[config.mk]
export PLATFORM = sky130hd
export DESIGN_NAME = rcp_top
export DESIGN_NICKNAME = d
export VERILOG_FILES = /design/src/hdl/rcp_pkg.sv /design/src/hdl/rcp_presc_if.sv /design/src/hdl/rcp_prescaler.sv /design/src/hdl/rcp_top.sv
export VERILOG_INCLUDE_DIRS = /design/src /design/src/hdl
export SDC_FILE = /design/constraint.sdc
export NUM_CORES = 1
export LEC_CHECK = 0
export ABC_CLOCK_PERIOD_IN_PS = 2400
export BUFFER_PORTS_ARGS = -buffer_cell sky130_fd_sc_hd__buf_2
export CORE_MARGIN = 2
export CORE_UTILIZATION = 35
export DETAILED_ROUTE_END_ITERATION = 8
export SKIP_LAST_GASP = 1
export SLEW_MARGIN = 25
export SYNTH_ARGS = -nofsm -noshare
export SYNTH_HDL_FRONTEND = slang
export SYNTH_HIERARCHICAL = 1
export SYNTH_SLANG_ARGS = --single-unit
[constraint.sdc]
create_clock -name clk -period 2.4 [get_ports clk]
set_clock_uncertainty 0.2 [all_clocks]
set_input_delay 0.12 -clock clk [delete_from_list [all_inputs] [get_ports clk]]
set_output_delay 0.12 -clock clk [all_outputs]
set_load 0.01 [all_outputs]
[src/hdl/rcp_map.svh]
// rcp_map.svh - register addresses, field positions, reset values and counts
`ifndef RCP_MAP_SVH
`define RCP_MAP_SVH

`define RCP_STATUS_ADDR   8'h03
`define RCP_ST_BANK_HI    7
`define RCP_ST_BANK_LO    5
`define RCP_ST_WDT_BIT    4
`define RCP_ST_PD_BIT     3
`define RCP_ST_ARITH_HI   2
`define RCP_ST_POR_VAL    8'h18
`define RCP_BANK_CLR      3'h0

`define RCP_CFG_W         6
`define RCP_CFG_RST       6'h3f
`define RCP_CFG_SRC_BIT   5
`define RCP_CFG_EDGE_BIT  4
`define RCP_CFG_ASG_BIT   3
`define RCP_CFG_RATE_HI   2
`define RCP_CFG_UNIMP     2'h0

`define RCP_FL_POR        2'h3
`define RCP_FL_CLR_WAKE   2'h2
`define RCP_FL_WDT_RUN    2'h1
`define RCP_FL_WDT_WAKE   2'h0

`define RCP_RST_HOLD_DEF  4
`define RCP_PRESC_W       8
`define RCP_HOLD_LAST     8'h01
`define RCP_HOLD_STEP     8'h01
`define RCP_HOLD_DONE     8'h00
`define RCP_CLR_IDLE      1'b1
`define RCP_TCK_IDLE      1'b0
`define RCP_RD_IDLE       8'h00

`endif

[src/hdl/rcp_pkg.sv]
// rcp_pkg.sv - types of the reset cause and prescaler configuration block
package rcp_pkg;

  typedef enum logic [1:0] {
    RCP_RUN      = 2'b00,
    RCP_HOLD_PIN = 2'b01,
    RCP_HOLD_CNT = 2'b10
  } rcp_state_e;

  typedef enum logic [2:0] {
    RCP_CAUSE_POR      = 3'b000,
    RCP_CAUSE_CLR_RUN  = 3'b001,
    RCP_CAUSE_CLR_WAKE = 3'b010,
    RCP_CAUSE_WDT_RUN  = 3'b011,
    RCP_CAUSE_WDT_WAKE = 3'b100
  } rcp_cause_e;

  typedef logic [2:0] rcp_rate_t;

endpackage

[src/hdl/rcp_presc_if.sv]
// rcp_presc_if.sv - link between the configuration logic and the shared prescaler
`timescale 1ns/10ps
`default_nettype none

interface rcp_presc_if;
  import rcp_pkg::*;
  logic      cnt_event;
  logic      wdt_event;
  logic      assign_wdt;
  rcp_rate_t rate;
  logic      clear;
  logic      cnt_tick;
  logic      wdt_tick;

  modport cfg (
    output cnt_event,
    output wdt_event,
    output assign_wdt,
    output rate,
    output clear,
    input  cnt_tick,
    input  wdt_tick
  );

  modport presc (
    input  cnt_event,
    input  wdt_event,
    input  assign_wdt,
    input  rate,
    input  clear,
    output cnt_tick,
    output wdt_tick
  );
endinterface

`default_nettype wire

[src/hdl/rcp_prescaler.sv]
// rcp_prescaler.sv - shared power-of-two prescaler for counter or watchdog
`timescale 1ns/10ps
`default_nettype none
`include "rcp_map.svh"

module rcp_prescaler
  import rcp_pkg::*;
#(
  parameter int W = `RCP_PRESC_W
) (
  input  wire logic  clk,
  input  wire logic  nrst,
  rcp_presc_if.presc pif
);

  logic [W-1:0] presc_q;
  logic [W-1:0] presc_d;
  logic [W-1:0] mask;
  logic [3:0]   div;
  logic         ev;
  logic         hit;
  logic         cnt_tick_q;
  logic         cnt_tick_d;
  logic         wdt_tick_q;
  logic         wdt_tick_d;

  // counter divides by 2^(rate+1), watchdog by 2^rate
  assign div = pif.assign_wdt ? {1'b0, pif.rate} : ({1'b0, pif.rate} + 4'h1);

  genvar i;
  generate
    for (i = 0; i < W; i++) begin : g_mask
      assign mask[i] = (4'(i) < div);
    end
  endgenerate

  assign ev  = pif.assign_wdt ? pif.wdt_event : pif.cnt_event;
  assign hit = ((presc_q & mask) == mask);

  always_comb begin
    presc_d    = presc_q;
    cnt_tick_d = 1'b0;
    wdt_tick_d = 1'b0;
    if (pif.clear) begin
      presc_d = '0;
    end else if (ev) begin
      presc_d = hit ? '0 : presc_q + 1'b1;
    end
    if (pif.assign_wdt) begin
      cnt_tick_d = pif.cnt_event;
      wdt_tick_d = pif.wdt_event && hit && !pif.clear;
    end else begin
      cnt_tick_d = pif.cnt_event && hit && !pif.clear;
      wdt_tick_d = pif.wdt_event;
    end
  end

  always_ff @(posedge clk) begin
    if (!nrst) begin
      presc_q    <= '0;
      cnt_tick_q <= 1'b0;
      wdt_tick_q <= 1'b0;
    end else begin
      presc_q    <= presc_d;
      cnt_tick_q <= cnt_tick_d;
      wdt_tick_q <= wdt_tick_d;
    end
  end

  assign pif.cnt_tick = cnt_tick_q;
  assign pif.wdt_tick = wdt_tick_q;

endmodule

`default_nettype wire

[src/hdl/rcp_top.sv]
// rcp_top.sv - reset cause tracking, status flags and prescaler/counter configuration
`timescale 1ns/10ps
`default_nettype none
`include "rcp_map.svh"

module rcp_top
  import rcp_pkg::*;
#(
  parameter int RST_HOLD = `RCP_RST_HOLD_DEF
) (
  input  wire logic       clk,
  input  wire logic       nrst,
  input  wire logic       external_clear_pin_n,
  input  wire logic       counter_clock_pin,
  input  wire logic       wdt_expire,
  input  wire logic       wdt_osc_tick,
  input  wire logic       sleep_enter,
  input  wire logic [7:0] file_addr,
  input  wire logic       file_wr_en,
  input  wire logic [7:0] file_wr_data,
  input  wire logic       alu_flags_wr,
  input  wire logic [2:0] alu_flags,
  input  wire logic       cfg_load,
  input  wire logic [7:0] work_reg,
  output logic      [7:0] file_rd_data,
  output logic            device_reset,
  output logic            in_sleep,
  output logic      [2:0] reset_cause,
  output logic            counter_source_select,
  output logic            counter_edge_select,
  output logic            prescaler_assign,
  output logic      [2:0] prescaler_rate,
  output logic            counter_tick,
  output logic            wdt_tick
);

  localparam logic [7:0] HOLD_CNT = 8'(RST_HOLD);

  // ==========================================================================
  // pin synchronisers
  // ==========================================================================
  logic clr_s1_q;
  logic clr_s1_d;
  logic clr_s2_q;
  logic clr_s2_d;
  logic tck_s1_q;
  logic tck_s1_d;
  logic tck_s2_q;
  logic tck_s2_d;
  logic tck_prev_q;
  logic tck_prev_d;

  // only the second stage reads the first
  always_comb begin
    clr_s1_d   = external_clear_pin_n;
    clr_s2_d   = clr_s1_q;
    tck_s1_d   = counter_clock_pin;
    tck_s2_d   = tck_s1_q;
    tck_prev_d = tck_s2_q;
  end

  // idle pin levels after reset, so no false edge follows it
  always_ff @(posedge clk) begin
    if (!nrst) begin
      clr_s1_q   <= `RCP_CLR_IDLE;
      clr_s2_q   <= `RCP_CLR_IDLE;
      tck_s1_q   <= `RCP_TCK_IDLE;
      tck_s2_q   <= `RCP_TCK_IDLE;
      tck_prev_q <= `RCP_TCK_IDLE;
    end else begin
      clr_s1_q   <= clr_s1_d;
      clr_s2_q   <= clr_s2_d;
      tck_s1_q   <= tck_s1_d;
      tck_s2_q   <= tck_s2_d;
      tck_prev_q <= tck_prev_d;
    end
  end

  logic clr_active;
  logic tck_rise;
  logic tck_fall;

  assign clr_active = !clr_s2_q;
  assign tck_rise   = tck_s2_q && !tck_prev_q;
  assign tck_fall   = !tck_s2_q && tck_prev_q;

  // ==========================================================================
  // reset sequencer
  // ==========================================================================
  rcp_state_e state_q;
  rcp_state_e state_d;
  logic [7:0] hold_q;
  logic [7:0] hold_d;
  rcp_cause_e cause_q;
  rcp_cause_e cause_d;
  logic       sleep_q;
  logic       sleep_d;
  logic       enter_rst;
  logic       run_state;
  logic       clr_evt;
  logic       wdt_evt;

  // clear pin wins over a coincident watchdog expiry
  assign run_state = (state_q == RCP_RUN);
  assign clr_evt   = run_state && clr_active;
  assign wdt_evt   = run_state && !clr_active && wdt_expire;

  always_comb begin
    state_d   = state_q;
    hold_d    = hold_q;
    cause_d   = cause_q;
    enter_rst = 1'b0;
    case (state_q)
      RCP_RUN: begin
        if (clr_evt) begin
          enter_rst = 1'b1;
          cause_d   = sleep_q ? RCP_CAUSE_CLR_WAKE : RCP_CAUSE_CLR_RUN;
          state_d   = RCP_HOLD_PIN;
        end else if (wdt_evt) begin
          enter_rst = 1'b1;
          cause_d   = sleep_q ? RCP_CAUSE_WDT_WAKE : RCP_CAUSE_WDT_RUN;
          state_d   = RCP_HOLD_CNT;
          hold_d    = HOLD_CNT;
        end
      end
      RCP_HOLD_PIN: begin
        if (!clr_active) begin
          state_d = RCP_HOLD_CNT;
          hold_d  = HOLD_CNT;
        end
      end
      RCP_HOLD_CNT: begin
        if (clr_active) begin
          state_d = RCP_HOLD_PIN;
        end else if (hold_q <= `RCP_HOLD_LAST) begin
          state_d = RCP_RUN;
          hold_d  = `RCP_HOLD_DONE;
        end else begin
          hold_d = hold_q - `RCP_HOLD_STEP;
        end
      end
      default: begin
        state_d = RCP_HOLD_CNT;
        hold_d  = HOLD_CNT;
      end
    endcase
  end

  logic rst_d;
  logic rst_q;
  assign rst_d = (state_d != RCP_RUN);

  always_ff @(posedge clk) begin
    if (!nrst) begin
      state_q <= RCP_HOLD_CNT;
      hold_q  <= HOLD_CNT;
      cause_q <= RCP_CAUSE_POR;
      rst_q   <= 1'b1;
    end else begin
      state_q <= state_d;
      hold_q  <= hold_d;
      cause_q <= cause_d;
      rst_q   <= rst_d;
    end
  end

  // ==========================================================================
  // sleep record
  // ==========================================================================
  // any reset ends sleep, so a wake-up never resumes the old context
  always_comb begin
    sleep_d = sleep_q;
    if (enter_rst) begin
      sleep_d = 1'b0;
    end else if (sleep_enter && run_state) begin
      sleep_d = 1'b1;
    end
  end

  always_ff @(posedge clk) begin
    if (!nrst) begin
      sleep_q <= 1'b0;
    end else begin
      sleep_q <= sleep_d;
    end
  end

  // ==========================================================================
  // status register
  // ==========================================================================
  logic [7:0] status_q;
  logic [7:0] status_d;
  logic [1:0] flags_new;
  logic       status_hit;
  logic       status_wr;

  assign status_hit = (file_addr == `RCP_STATUS_ADDR);
  assign status_wr  = file_wr_en && status_hit;

  always_comb begin
    flags_new = {status_q[`RCP_ST_WDT_BIT], status_q[`RCP_ST_PD_BIT]};
    case (cause_d)
      RCP_CAUSE_CLR_RUN:  flags_new = {status_q[`RCP_ST_WDT_BIT], status_q[`RCP_ST_PD_BIT]};
      RCP_CAUSE_CLR_WAKE: flags_new = `RCP_FL_CLR_WAKE;
      RCP_CAUSE_WDT_RUN:  flags_new = `RCP_FL_WDT_RUN;
      RCP_CAUSE_WDT_WAKE: flags_new = `RCP_FL_WDT_WAKE;
      default:            flags_new = `RCP_FL_POR;
    endcase
  end

  always_comb begin
    status_d = status_q;
    if (enter_rst) begin
      // bank select cleared, arithmetic flags kept
      status_d[`RCP_ST_BANK_HI:`RCP_ST_BANK_LO] = `RCP_BANK_CLR;
      status_d[`RCP_ST_WDT_BIT] = flags_new[1];
      status_d[`RCP_ST_PD_BIT]  = flags_new[0];
    end else if (!rst_q) begin
      if (status_wr) begin
        // cause flags are not writable by software
        status_d[`RCP_ST_BANK_HI:`RCP_ST_BANK_LO] =
          file_wr_data[`RCP_ST_BANK_HI:`RCP_ST_BANK_LO];
        status_d[`RCP_ST_ARITH_HI:0] = file_wr_data[`RCP_ST_ARITH_HI:0];
      end
      if (alu_flags_wr) begin
        status_d[`RCP_ST_ARITH_HI:0] = alu_flags;
      end
    end
  end

  always_ff @(posedge clk) begin
    if (!nrst) begin
      status_q <= `RCP_ST_POR_VAL;
    end else begin
      status_q <= status_d;
    end
  end

  // ==========================================================================
  // file read port
  // ==========================================================================
  logic [7:0] rd_d;
  logic [7:0] rd_q;

  // configuration register never reaches the read port
  assign rd_d = status_hit ? status_q : `RCP_RD_IDLE;

  always_ff @(posedge clk) begin
    if (!nrst) begin
      rd_q <= `RCP_RD_IDLE;
    end else begin
      rd_q <= rd_d;
    end
  end

  // ==========================================================================
  // configuration register (write-only)
  // ==========================================================================
  logic [`RCP_CFG_W-1:0] cfg_q;
  logic [`RCP_CFG_W-1:0] cfg_d;
  logic                  cfg_clr_d;
  logic                  cfg_clr_q;

  always_comb begin
    cfg_d     = cfg_q;
    cfg_clr_d = 1'b0;
    if (rst_d) begin
      cfg_d = `RCP_CFG_RST;
    end else if (cfg_load) begin
      // upper two working bits have nowhere to go
      cfg_d     = work_reg[`RCP_CFG_W-1:0];
      cfg_clr_d = 1'b1;
    end
  end

  always_ff @(posedge clk) begin
    if (!nrst) begin
      cfg_q     <= `RCP_CFG_RST;
      cfg_clr_q <= 1'b1;
    end else begin
      cfg_q     <= cfg_d;
      cfg_clr_q <= cfg_clr_d | rst_d;
    end
  end

  // ==========================================================================
  // counter event selection and shared prescaler
  // ==========================================================================
  logic pin_event;
  logic cnt_event;

  assign pin_event = cfg_q[`RCP_CFG_EDGE_BIT] ? tck_fall : tck_rise;
  assign cnt_event = cfg_q[`RCP_CFG_SRC_BIT] ? pin_event : 1'b1;

  rcp_presc_if pif ();

  assign pif.cnt_event  = cnt_event && !rst_q;
  assign pif.wdt_event  = wdt_osc_tick;
  assign pif.assign_wdt = cfg_q[`RCP_CFG_ASG_BIT];
  assign pif.rate       = cfg_q[`RCP_CFG_RATE_HI:0];
  assign pif.clear      = cfg_clr_q;

  rcp_prescaler #(
    .W (`RCP_PRESC_W)
  ) u_presc (
    .clk  (clk),
    .nrst (nrst),
    .pif  (pif.presc)
  );

  // ==========================================================================
  // outputs
  // ==========================================================================
  assign file_rd_data          = rd_q;
  assign device_reset          = rst_q;
  assign in_sleep              = sleep_q;
  assign reset_cause           = cause_q;
  assign counter_source_select = cfg_q[`RCP_CFG_SRC_BIT];
  assign counter_edge_select   = cfg_q[`RCP_CFG_EDGE_BIT];
  assign prescaler_assign      = cfg_q[`RCP_CFG_ASG_BIT];
  assign prescaler_rate        = cfg_q[`RCP_CFG_RATE_HI:0];
  assign counter_tick          = pif.cnt_tick;
  assign wdt_tick              = pif.wdt_tick;

endmodule

`default_nettype wire

Word-level counts from Yosys, hierarchy flattened. Cells that the tools add are included.

Flip-flop bits (word level): 53. Logic and storage cells: 109.

Add/subtract/negate cells: 3. Order comparisons: 9. Equal/unequal tests: 12. Multiplexer cells: 32. Bitwise logic cells: 6. Reduce and logical (&&, ||, !) cells: 28.

Operators by type and width (number): 8-bit two-way mux (6); 8-bit one-hot mux with 3 select lines (1); 3-bit two-way mux (6); 3-bit by 4-bit less-than comparator with 1-bit output (first input constant) (4); 1-bit logical AND (12); 2-bit two-way mux (6); 1-bit two-way mux (10); 8-bit by 1-bit adder with 8-bit output (second input constant) (1); 8-bit bitwise AND (1); 8-bit by 2-bit == test with 1-bit output (second input constant) (1); 8-bit == test (1); 8-bit by 1-bit less-or-equal comparator with 1-bit output (second input constant) (1); 1-bit by 4-bit less-than comparator with 1-bit output (first input constant) (2); 2-bit by 4-bit less-than comparator with 1-bit output (first input constant) (2); 2-bit one-hot mux with 4 select lines (1); 8-bit by 1-bit subtractor with 8-bit output (second input constant) (1); 3-bit by 2-bit == test with 1-bit output (second input constant) (2); 2-bit != test (second input constant) (3); 2-bit one-hot mux with 3 select lines (1); 2-bit AND reduction (3); 2-bit OR reduction (3); 1-bit zero test (5); 3-bit by 1-bit adder with 4-bit output (second input constant) (1); 4-bit two-way mux (1); 11 further kinds (15).

Depth between registers and ports, before layout. Gate-level depths: netlist (run 1).

Depth after elaboration: 9. Depth in mapped cells: 9.

By module. The synthesis (run 1) kept the hierarchy.

By module, submodules not included: rcp_top (instances 1, cells each 178, area an instance 1730.4 um^2); rcp_prescaler (instances 1, cells each 80, area an instance 684.4 um^2).

Worst setup path after synthesis (run 1). OpenSTA, ideal clock, no wires.

Path type: reg-to-reg. Start point: register cfg_q[0]. End point: register u_presc.presc_q[2]. Library setup time: 79 ps. Arrival time: 1828 ps. Required time: 2121 ps. Setup slack: 293 ps. Stages on the path, launching flop included: 8. Path buffers: 1. Period minus slack after synthesis: 2107 ps. Path through: dfxtp_1 ha_1 or3b_1 a21oi_1 o31ai_1 and2_1 buf_6 a211oi_2.

Longest elaborated chain between the ends: 6. Elaborated cells between the ends (all ways): 13.

RTL lines: start: declaration (RTL line rcp_top.sv:259) `` logic [`RCP_CFG_W-1:0] cfg_q; ``; start signal: assignment (RTL line rcp_top.sv:278) `` cfg_q <= `RCP_CFG_RST; ``; start signal: assignment (RTL line rcp_top.sv:281) `cfg_q <= cfg_d;`; 3-bit by 1-bit adder with 4-bit output (RTL line rcp_prescaler.sv:28) `assign div = pif.assign_wdt ? {1'b0, pif.rate} : ({1'b0, pif.rate} + 4'h1);`; 4-bit two-way mux (*) (RTL line rcp_prescaler.sv:28); 1-bit by 4-bit less-than comparator with 1-bit output (tied with other cells) (RTL line rcp_prescaler.sv:33) `assign mask[i] = (4'(i) < div);`; 8-bit bitwise AND (RTL line rcp_prescaler.sv:38) `assign hit = ((presc_q & mask) == mask);`; 8-bit == test (*) (RTL line rcp_prescaler.sv:38); 8-bit two-way mux (*) (RTL line rcp_prescaler.sv:47) `presc_d = hit ? '0 : presc_q + 1'b1;`; end signal: assignment (RTL line rcp_prescaler.sv:64) `presc_q <= presc_d;`; end: declaration (RTL line rcp_prescaler.sv:16) `logic [W-1:0] presc_q;`.

Mark *: on every way between the ends. The rest lies on a longest branch, timed or not. A chain may end at the register's enable or synchronous reset.

Worst setup path in the final report (run 1).
Start point: register cfg_q[0]. End point: register u_presc.presc_q[1].

Same word-level chain as after synthesis.

==> results_dict.tcl, run 1 <==
set metrics [dict create \
    cts-hold-fix-buffers 25 \
    crit_required_ps 2380 \
    clockRootBuffer "clkbuf_8" \
    vdd_drop_max_v 0.000491 \
    core_um2 6720 \
    first_pass_iters 4 \
    cts_setup_buffers 0 \
    power.leakage_nw 1.37 \
    synth_cell_type_count 53 \
    slew_viol_final 0 \
    drt_iter0_drc 77 \
    clkTransAtPathRegs_ps 110 \
    synth_edf_count 0 \
    avgSynthCellArea_um2 9.36 \
    final_cell_mix "dfxtp_1, buf_2, nand2_1, dlygate4sd3_1, nor2_1" \
    fmax_mhz 456 \
    combPwrFrac_pct 28.4 \
    wl_mm 5.30 \
    powerDensity_nw_per_um2 729 \
    intPower_mw 1.52 \
    synth-compound-area-share_pct 14.5 \
    async_flop_share_pct 0 \
    tightest_slew_ps 483 \
    ys_ff_latch 53 \
    drv_cap 0 \
    synth_nets 299 \
    grt_pass1_vias 1921 \
    min_period_over_period_pct 91.4 \
    synth-simple-area-share_pct 24.9 \
    synth_xor_xnor_area_share_pct 3.63 \
    gp_congestion 0.783 \
    crit_arrival_ps 2170 \
    die_area_um2 7580 \
    netlist_area_um2 2410 \
    dp_cells 389 \
    p_clk_share_pct 24.0 \
    grt_use_total_pct 14.4 \
    layoutNonFillerInstCount 422 \
    cts_max_level 2 \
    synthFlopType "dfxtp_1" \
    synthAdderAreaFrac_pct 2.07 \
    setup_violations 0 \
    final-hold-violation-count 0 \
    insertion_delay_ps 310 \
    path_max_fanout 8 \
    cp-end-kind "flop" \
    nets 382 \
    ys_warn_count 6 \
    antenna_cells 0 \
    yosysSeqAreaShare_pct 43.9 \
    clock_sinks 53 \
    antenna_found_initial 0 \
    hpwl_mm 3.73 \
    grt_start_max_net_pins 25 \
    port_buffers 53 \
    tns_ps 0 \
    drc 0 \
    cts_tree "built" \
    overflow 0 \
    grt_pass1_wl_mm 8.78 \
    wl_per_cell_um 12.6 \
    slew_headroom_pct 67.4 \
    min_period_ps 2190 \
    die_h_um 87.1 \
    route.antenna.remaining_nets 0 \
    swShare_pct 33.0 \
    synth_top_family_by_area "simple AND/OR/NAND/NOR gates" \
    startpoint_type "flop" \
    syn_inst 258 \
    p_sw_mw 0.751 \
    viasPerCell 4.92 \
    power_mw 2.27 \
    hold_class "in2reg" \
    numCtsBuffers 5 \
    final_core_util_pct 46.4 \
    whs_ps 14.3 \
    cts_resized 0 \
    pwr-share-seq_pct 47.6 \
    syn2layout_area_growth_pct 29.2 \
    synth.area.mux_share_pct 7.67 \
    fp-row-count 30 \
    layout-drive-gt1-share_pct 24.6 \
    via_count 2076 \
    status "finished clean" \
    io-pin-count 58 \
    crit_type "reg2reg" \
    final.fill_count 658 \
    cts_buffer_depth 2 \
    initial_core_util_pct 35.9 \
    rsz0062_at_grt "no" \
    die_x_um 87.1 \
]
==> final timing paths <==
check | start | endpoint | slack [ps] | cells after the start
setup / recovery | cfg_q[0] | u_presc/presc_q[1] | 210 | 7
hold / removal | alu_flags[0] | status_q[0] | 10 | 4
setup reg to reg | cfg_q[0] | u_presc/presc_q[1] | 210 | 7
hold reg to reg | clr_s1_q | clr_s2_q | 220 | 1
==> critical path: stages, from the launching register on <==
cell and delay (ps):
dfxtp_1 340, ha_1 350, nor3b_2 210, a21oi_1 60
a221oi_1 430, and2_1 190, buf_4 180, o22ai_1 100
==> metal layers <==
layer | vias up | routed length (µm) | GRT usage (%)
li1 | 1078 | - | -
met1 | 952 | 2530 | 18.0
met2 | 39 | 2510 | 24.1
met3 | 7 | 177 | 3.51
met4 | 0 | 83 | 4.83
met5 | - | 0 | 0
==> Yosys cell counts, drive strengths merged, types with 2 or more instances <==
cell / number / share of area (%)
a21oi: 10 / 2.2
xnor2: 6 / 2.2
nor4: 5 / 2.5
nor2: 23 / 3.6
dfxtp: 53 / 44
o21ai: 11 / 2.4
nor3: 3 / 0.83
o211ai: 2 / 0.62
mux2i: 14 / 5.8
a211oi: 7 / 3.4
nand2: 26 / 4.0
and2: 14 / 3.6
and3: 3 / 0.78
or3: 2 / 0.73
nand2b: 7 / 1.8
mux2: 4 / 1.9
or2: 2 / 0.52
a31oi: 6 / 1.6
nor4b: 2 / 0.73
ha: 4 / 2.1
o22ai: 2 / 0.52
buf: 4 / 1.2
nor2b: 4 / 1.0
a221oi: 2 / 0.73
inv: 11 / 1.7
xor2: 4 / 1.5
clkbuf: 2 / 0.31
nand4: 6 / 1.6
nand3: 4 / 0.83
==> power groups by stage <==
stage                     Combinational (mW)  Clock [mW]  Sequential [mW]
final                                  0.646       0.546             1.08
after detailed placement               0.610           0             1.10
after floorplan                        0.461           0             1.09
after CTS                              0.651       0.565             1.08
after global placement                 0.598           0             1.10
after global routing                   0.722       0.597             1.10
==> kinds of logic after synthesis <==
logic type,Yosys count
AND/OR/NAND/NOR,107
flip-flops,53
AO/OA/AOI/OAI,49
multiplexers,18
buffers and inverters,17
XOR/XNOR,10
adder cells (fa/ha/maj),4
==> final cells by class <==
class / instances / area, µm² / share of cell area [%]
multi-input combinational: 188 / 1270 / 40.9
clock inverter: 3 / 28.8 / 0.922
inverter: 11 / 41.3 / 1.32
tap: 80 / 100 / 3.21
sequential: 53 / 1060 / 34.0
clock buffer: 5 / 68.8 / 2.21
timing repair buffer: 82 / 546 / 17.5
==> state kept, by name (all words and copies together), names as in the netlist <==
register and flops:
file_rd_data 8, hold_q 8, status_q 8, u_presc/presc_q 8, cfg_q 6, reset_cause 3, state_q 2, cfg_clr_q 1
clr_s1_q 1, clr_s2_q 1, device_reset 1, in_sleep 1, tck_prev_d 1, tck_prev_q 1, tck_s1_q 1, u_presc/pif.cnt_tick 1
u_presc/pif.wdt_tick 1
==> metrics by stage <==
step | worst slack (ps) | instance area, µm²
2_1_floorplan | 293 | 2410
3_3_place_gp | 278 | 2770
3_5_place_dp | 232 | 2770
4_1_cts | 206 | 3120
5_1_grt | 20.6 | 3120
6_report | 206 | 3120
Power figures use the tool's default switching activity.
==> run 2: changes to the inputs <==
Settings changed: CORE_UTILIZATION 35 to 53, PLACE_DENSITY set to 0.79.
==> results_dict.tcl, run 2 (synthesis gave the netlist of run 1 again) <==
set metrics [dict create \
    hpwl_mm 3.46 \
    cts_setup_buffers 0 \
    die_x_um 71.5 \
    port_buffers 53 \
    initial_core_util_pct 55.1 \
    slew_viol_final 0 \
    crit_arrival_ps 2240 \
    power_mw 2.23 \
    crit_type "reg2reg" \
    hold_class "in2reg" \
    rsz0062_at_grt "no" \
    rrSetupSlack_ps 180 \
    wl_per_cell_um 13.6 \
    startpoint_type "flop" \
    drc 0 \
    final-hold-violation-count 0 \
    tightest_slew_ps 500 \
    min_period_ps 2220 \
    clkTransAtPathRegs_ps 90 \
    drt_iter0_drc 117 \
    startpoint "cfg_q[1]" \
    via_count 2104 \
    numCtsBuffers 5 \
    cp-end-kind "flop" \
    layout-drive-gt1-share_pct 24.1 \
    postPlaceCellArea_um2 2730 \
    grt_pass1_wl_mm 8.89 \
    r2r_end "u_presc/presc_q[5]" \
    route.antenna.remaining_nets 0 \
    grt_pass1_vias 2057 \
    powerDensity_nw_per_um2 730 \
    setup_violations 0 \
    tns_ps 0 \
    fmax_mhz 450 \
    final_core_util_pct 69.7 \
    cts_max_level 2 \
    antenna_cells 0 \
    reg2regPathDepth 7 \
    insertion_delay_ps 310 \
    die_area_um2 5110 \
    path_max_fanout 8 \
    gp_congestion 0.787 \
    drv_cap 0 \
    rr_startpoint "cfg_q[1]" \
    syn2layout_area_growth_pct 26.6 \
    final.fill_count 342 \
    design_area_um2 3060 \
    viasPerCell 5.37 \
    cts_buffer_depth 2 \
    multi_input_area_um2 1270 \
    regArea_um2 1060 \
    clockRootBuffer "clkbuf_8" \
    crit_required_ps 2420 \
    antenna_found_initial 0 \
    wl_mm 5.32 \
    fin_ws_ps 180 \
    slew_headroom_pct 66.4 \
    min_period_over_period_pct 92.5 \
    overflow 0 \
    final_cell_mix "dfxtp_1, buf_2, nand2_1, dlygate4sd3_1, nor2_1" \
    grt_start_max_net_pins 25 \
    fp-row-count 24 \
    vdd_drop_max_v 0.000497 \
    nets 380 \
    pre_cts_slack_ps 204 \
    power.leakage_nw 1.35 \
    clock_sinks 53 \
    io-pin-count 58 \
    die_h_um 71.5 \
    core_um2 4380 \
    status "finished clean" \
    grt_use_total_pct 21.8 \
    crit_end "u_presc/presc_q[5]" \
    first_pass_iters 4 \
    cts_tree "built" \
]
run 2: how the worst min path moves through the flow:
stage,slack [ps],end,from,cells after the start
6_report,20,status_q[1],file_wr_data[1],4
5_1_grt,50,status_q[1],file_wr_data[1],4
4_1_cts,7,status_q[2],file_wr_data[2],4
3_5_place_dp,110,clr_s1_q,external_clear_pin_n,2
3_3_place_gp,100,clr_s1_q,external_clear_pin_n,2
2_1_floorplan,20,clr_s1_q,external_clear_pin_n,1
run 2: per-layer routing:
| metal | up-vias | share of wire [%] | GRT usage, % |
|---|---|---|---|
| li1 | 1073 | - | - |
| met1 | 977 | 43 | 24.9 |
| met2 | 44 | 51 | 39.6 |
| met3 | 10 | 4.0 | 4.78 |
| met4 | 0 | 1.6 | 7.97 |
| met5 | - | 0 | 0 |
run 2: cell type report:
class / count / share of cell area, %
multi-input cells: 188 / 41.7
flip-flops and latches: 53 / 34.7
repair buffers: 80 / 17.3
clock buffers: 6 / 2.37
well taps: 52 / 2.13
inverters: 11 / 1.35
clock inverters: 2 / 0.491
run 2: power breakdown:
part           switching, mW  internal, mW
registers              0.108         0.977
clock network          0.293         0.206
logic                  0.323         0.324
run 2: through the flow:
| step | cells | hold slack [ps] |
|---|---|---|
| after floorplan | 258 | 21.5 |
| after global placement | 360 | 104 |
| after detailed placement | 360 | 106 |
| after CTS | 392 | 7.00 |
| after global routing | 392 | 54.5 |
| final | 392 | 16.6 |
run 2: critical path, cell delays in order (launching register included):
cell,delay (ps)
dfxtp_1,380
ha_1,360
or3b_1,390
a21oi_1,150
o31ai_1,100
and2_1,170
buf_4,170
a211oi_2,220
run 2: repair_timing:
action,CTS,global route
setup endpoints to repair,0,0
gates resized for setup,0,0
endpoints found under the hold margin,18,0
hold buffers,24,0
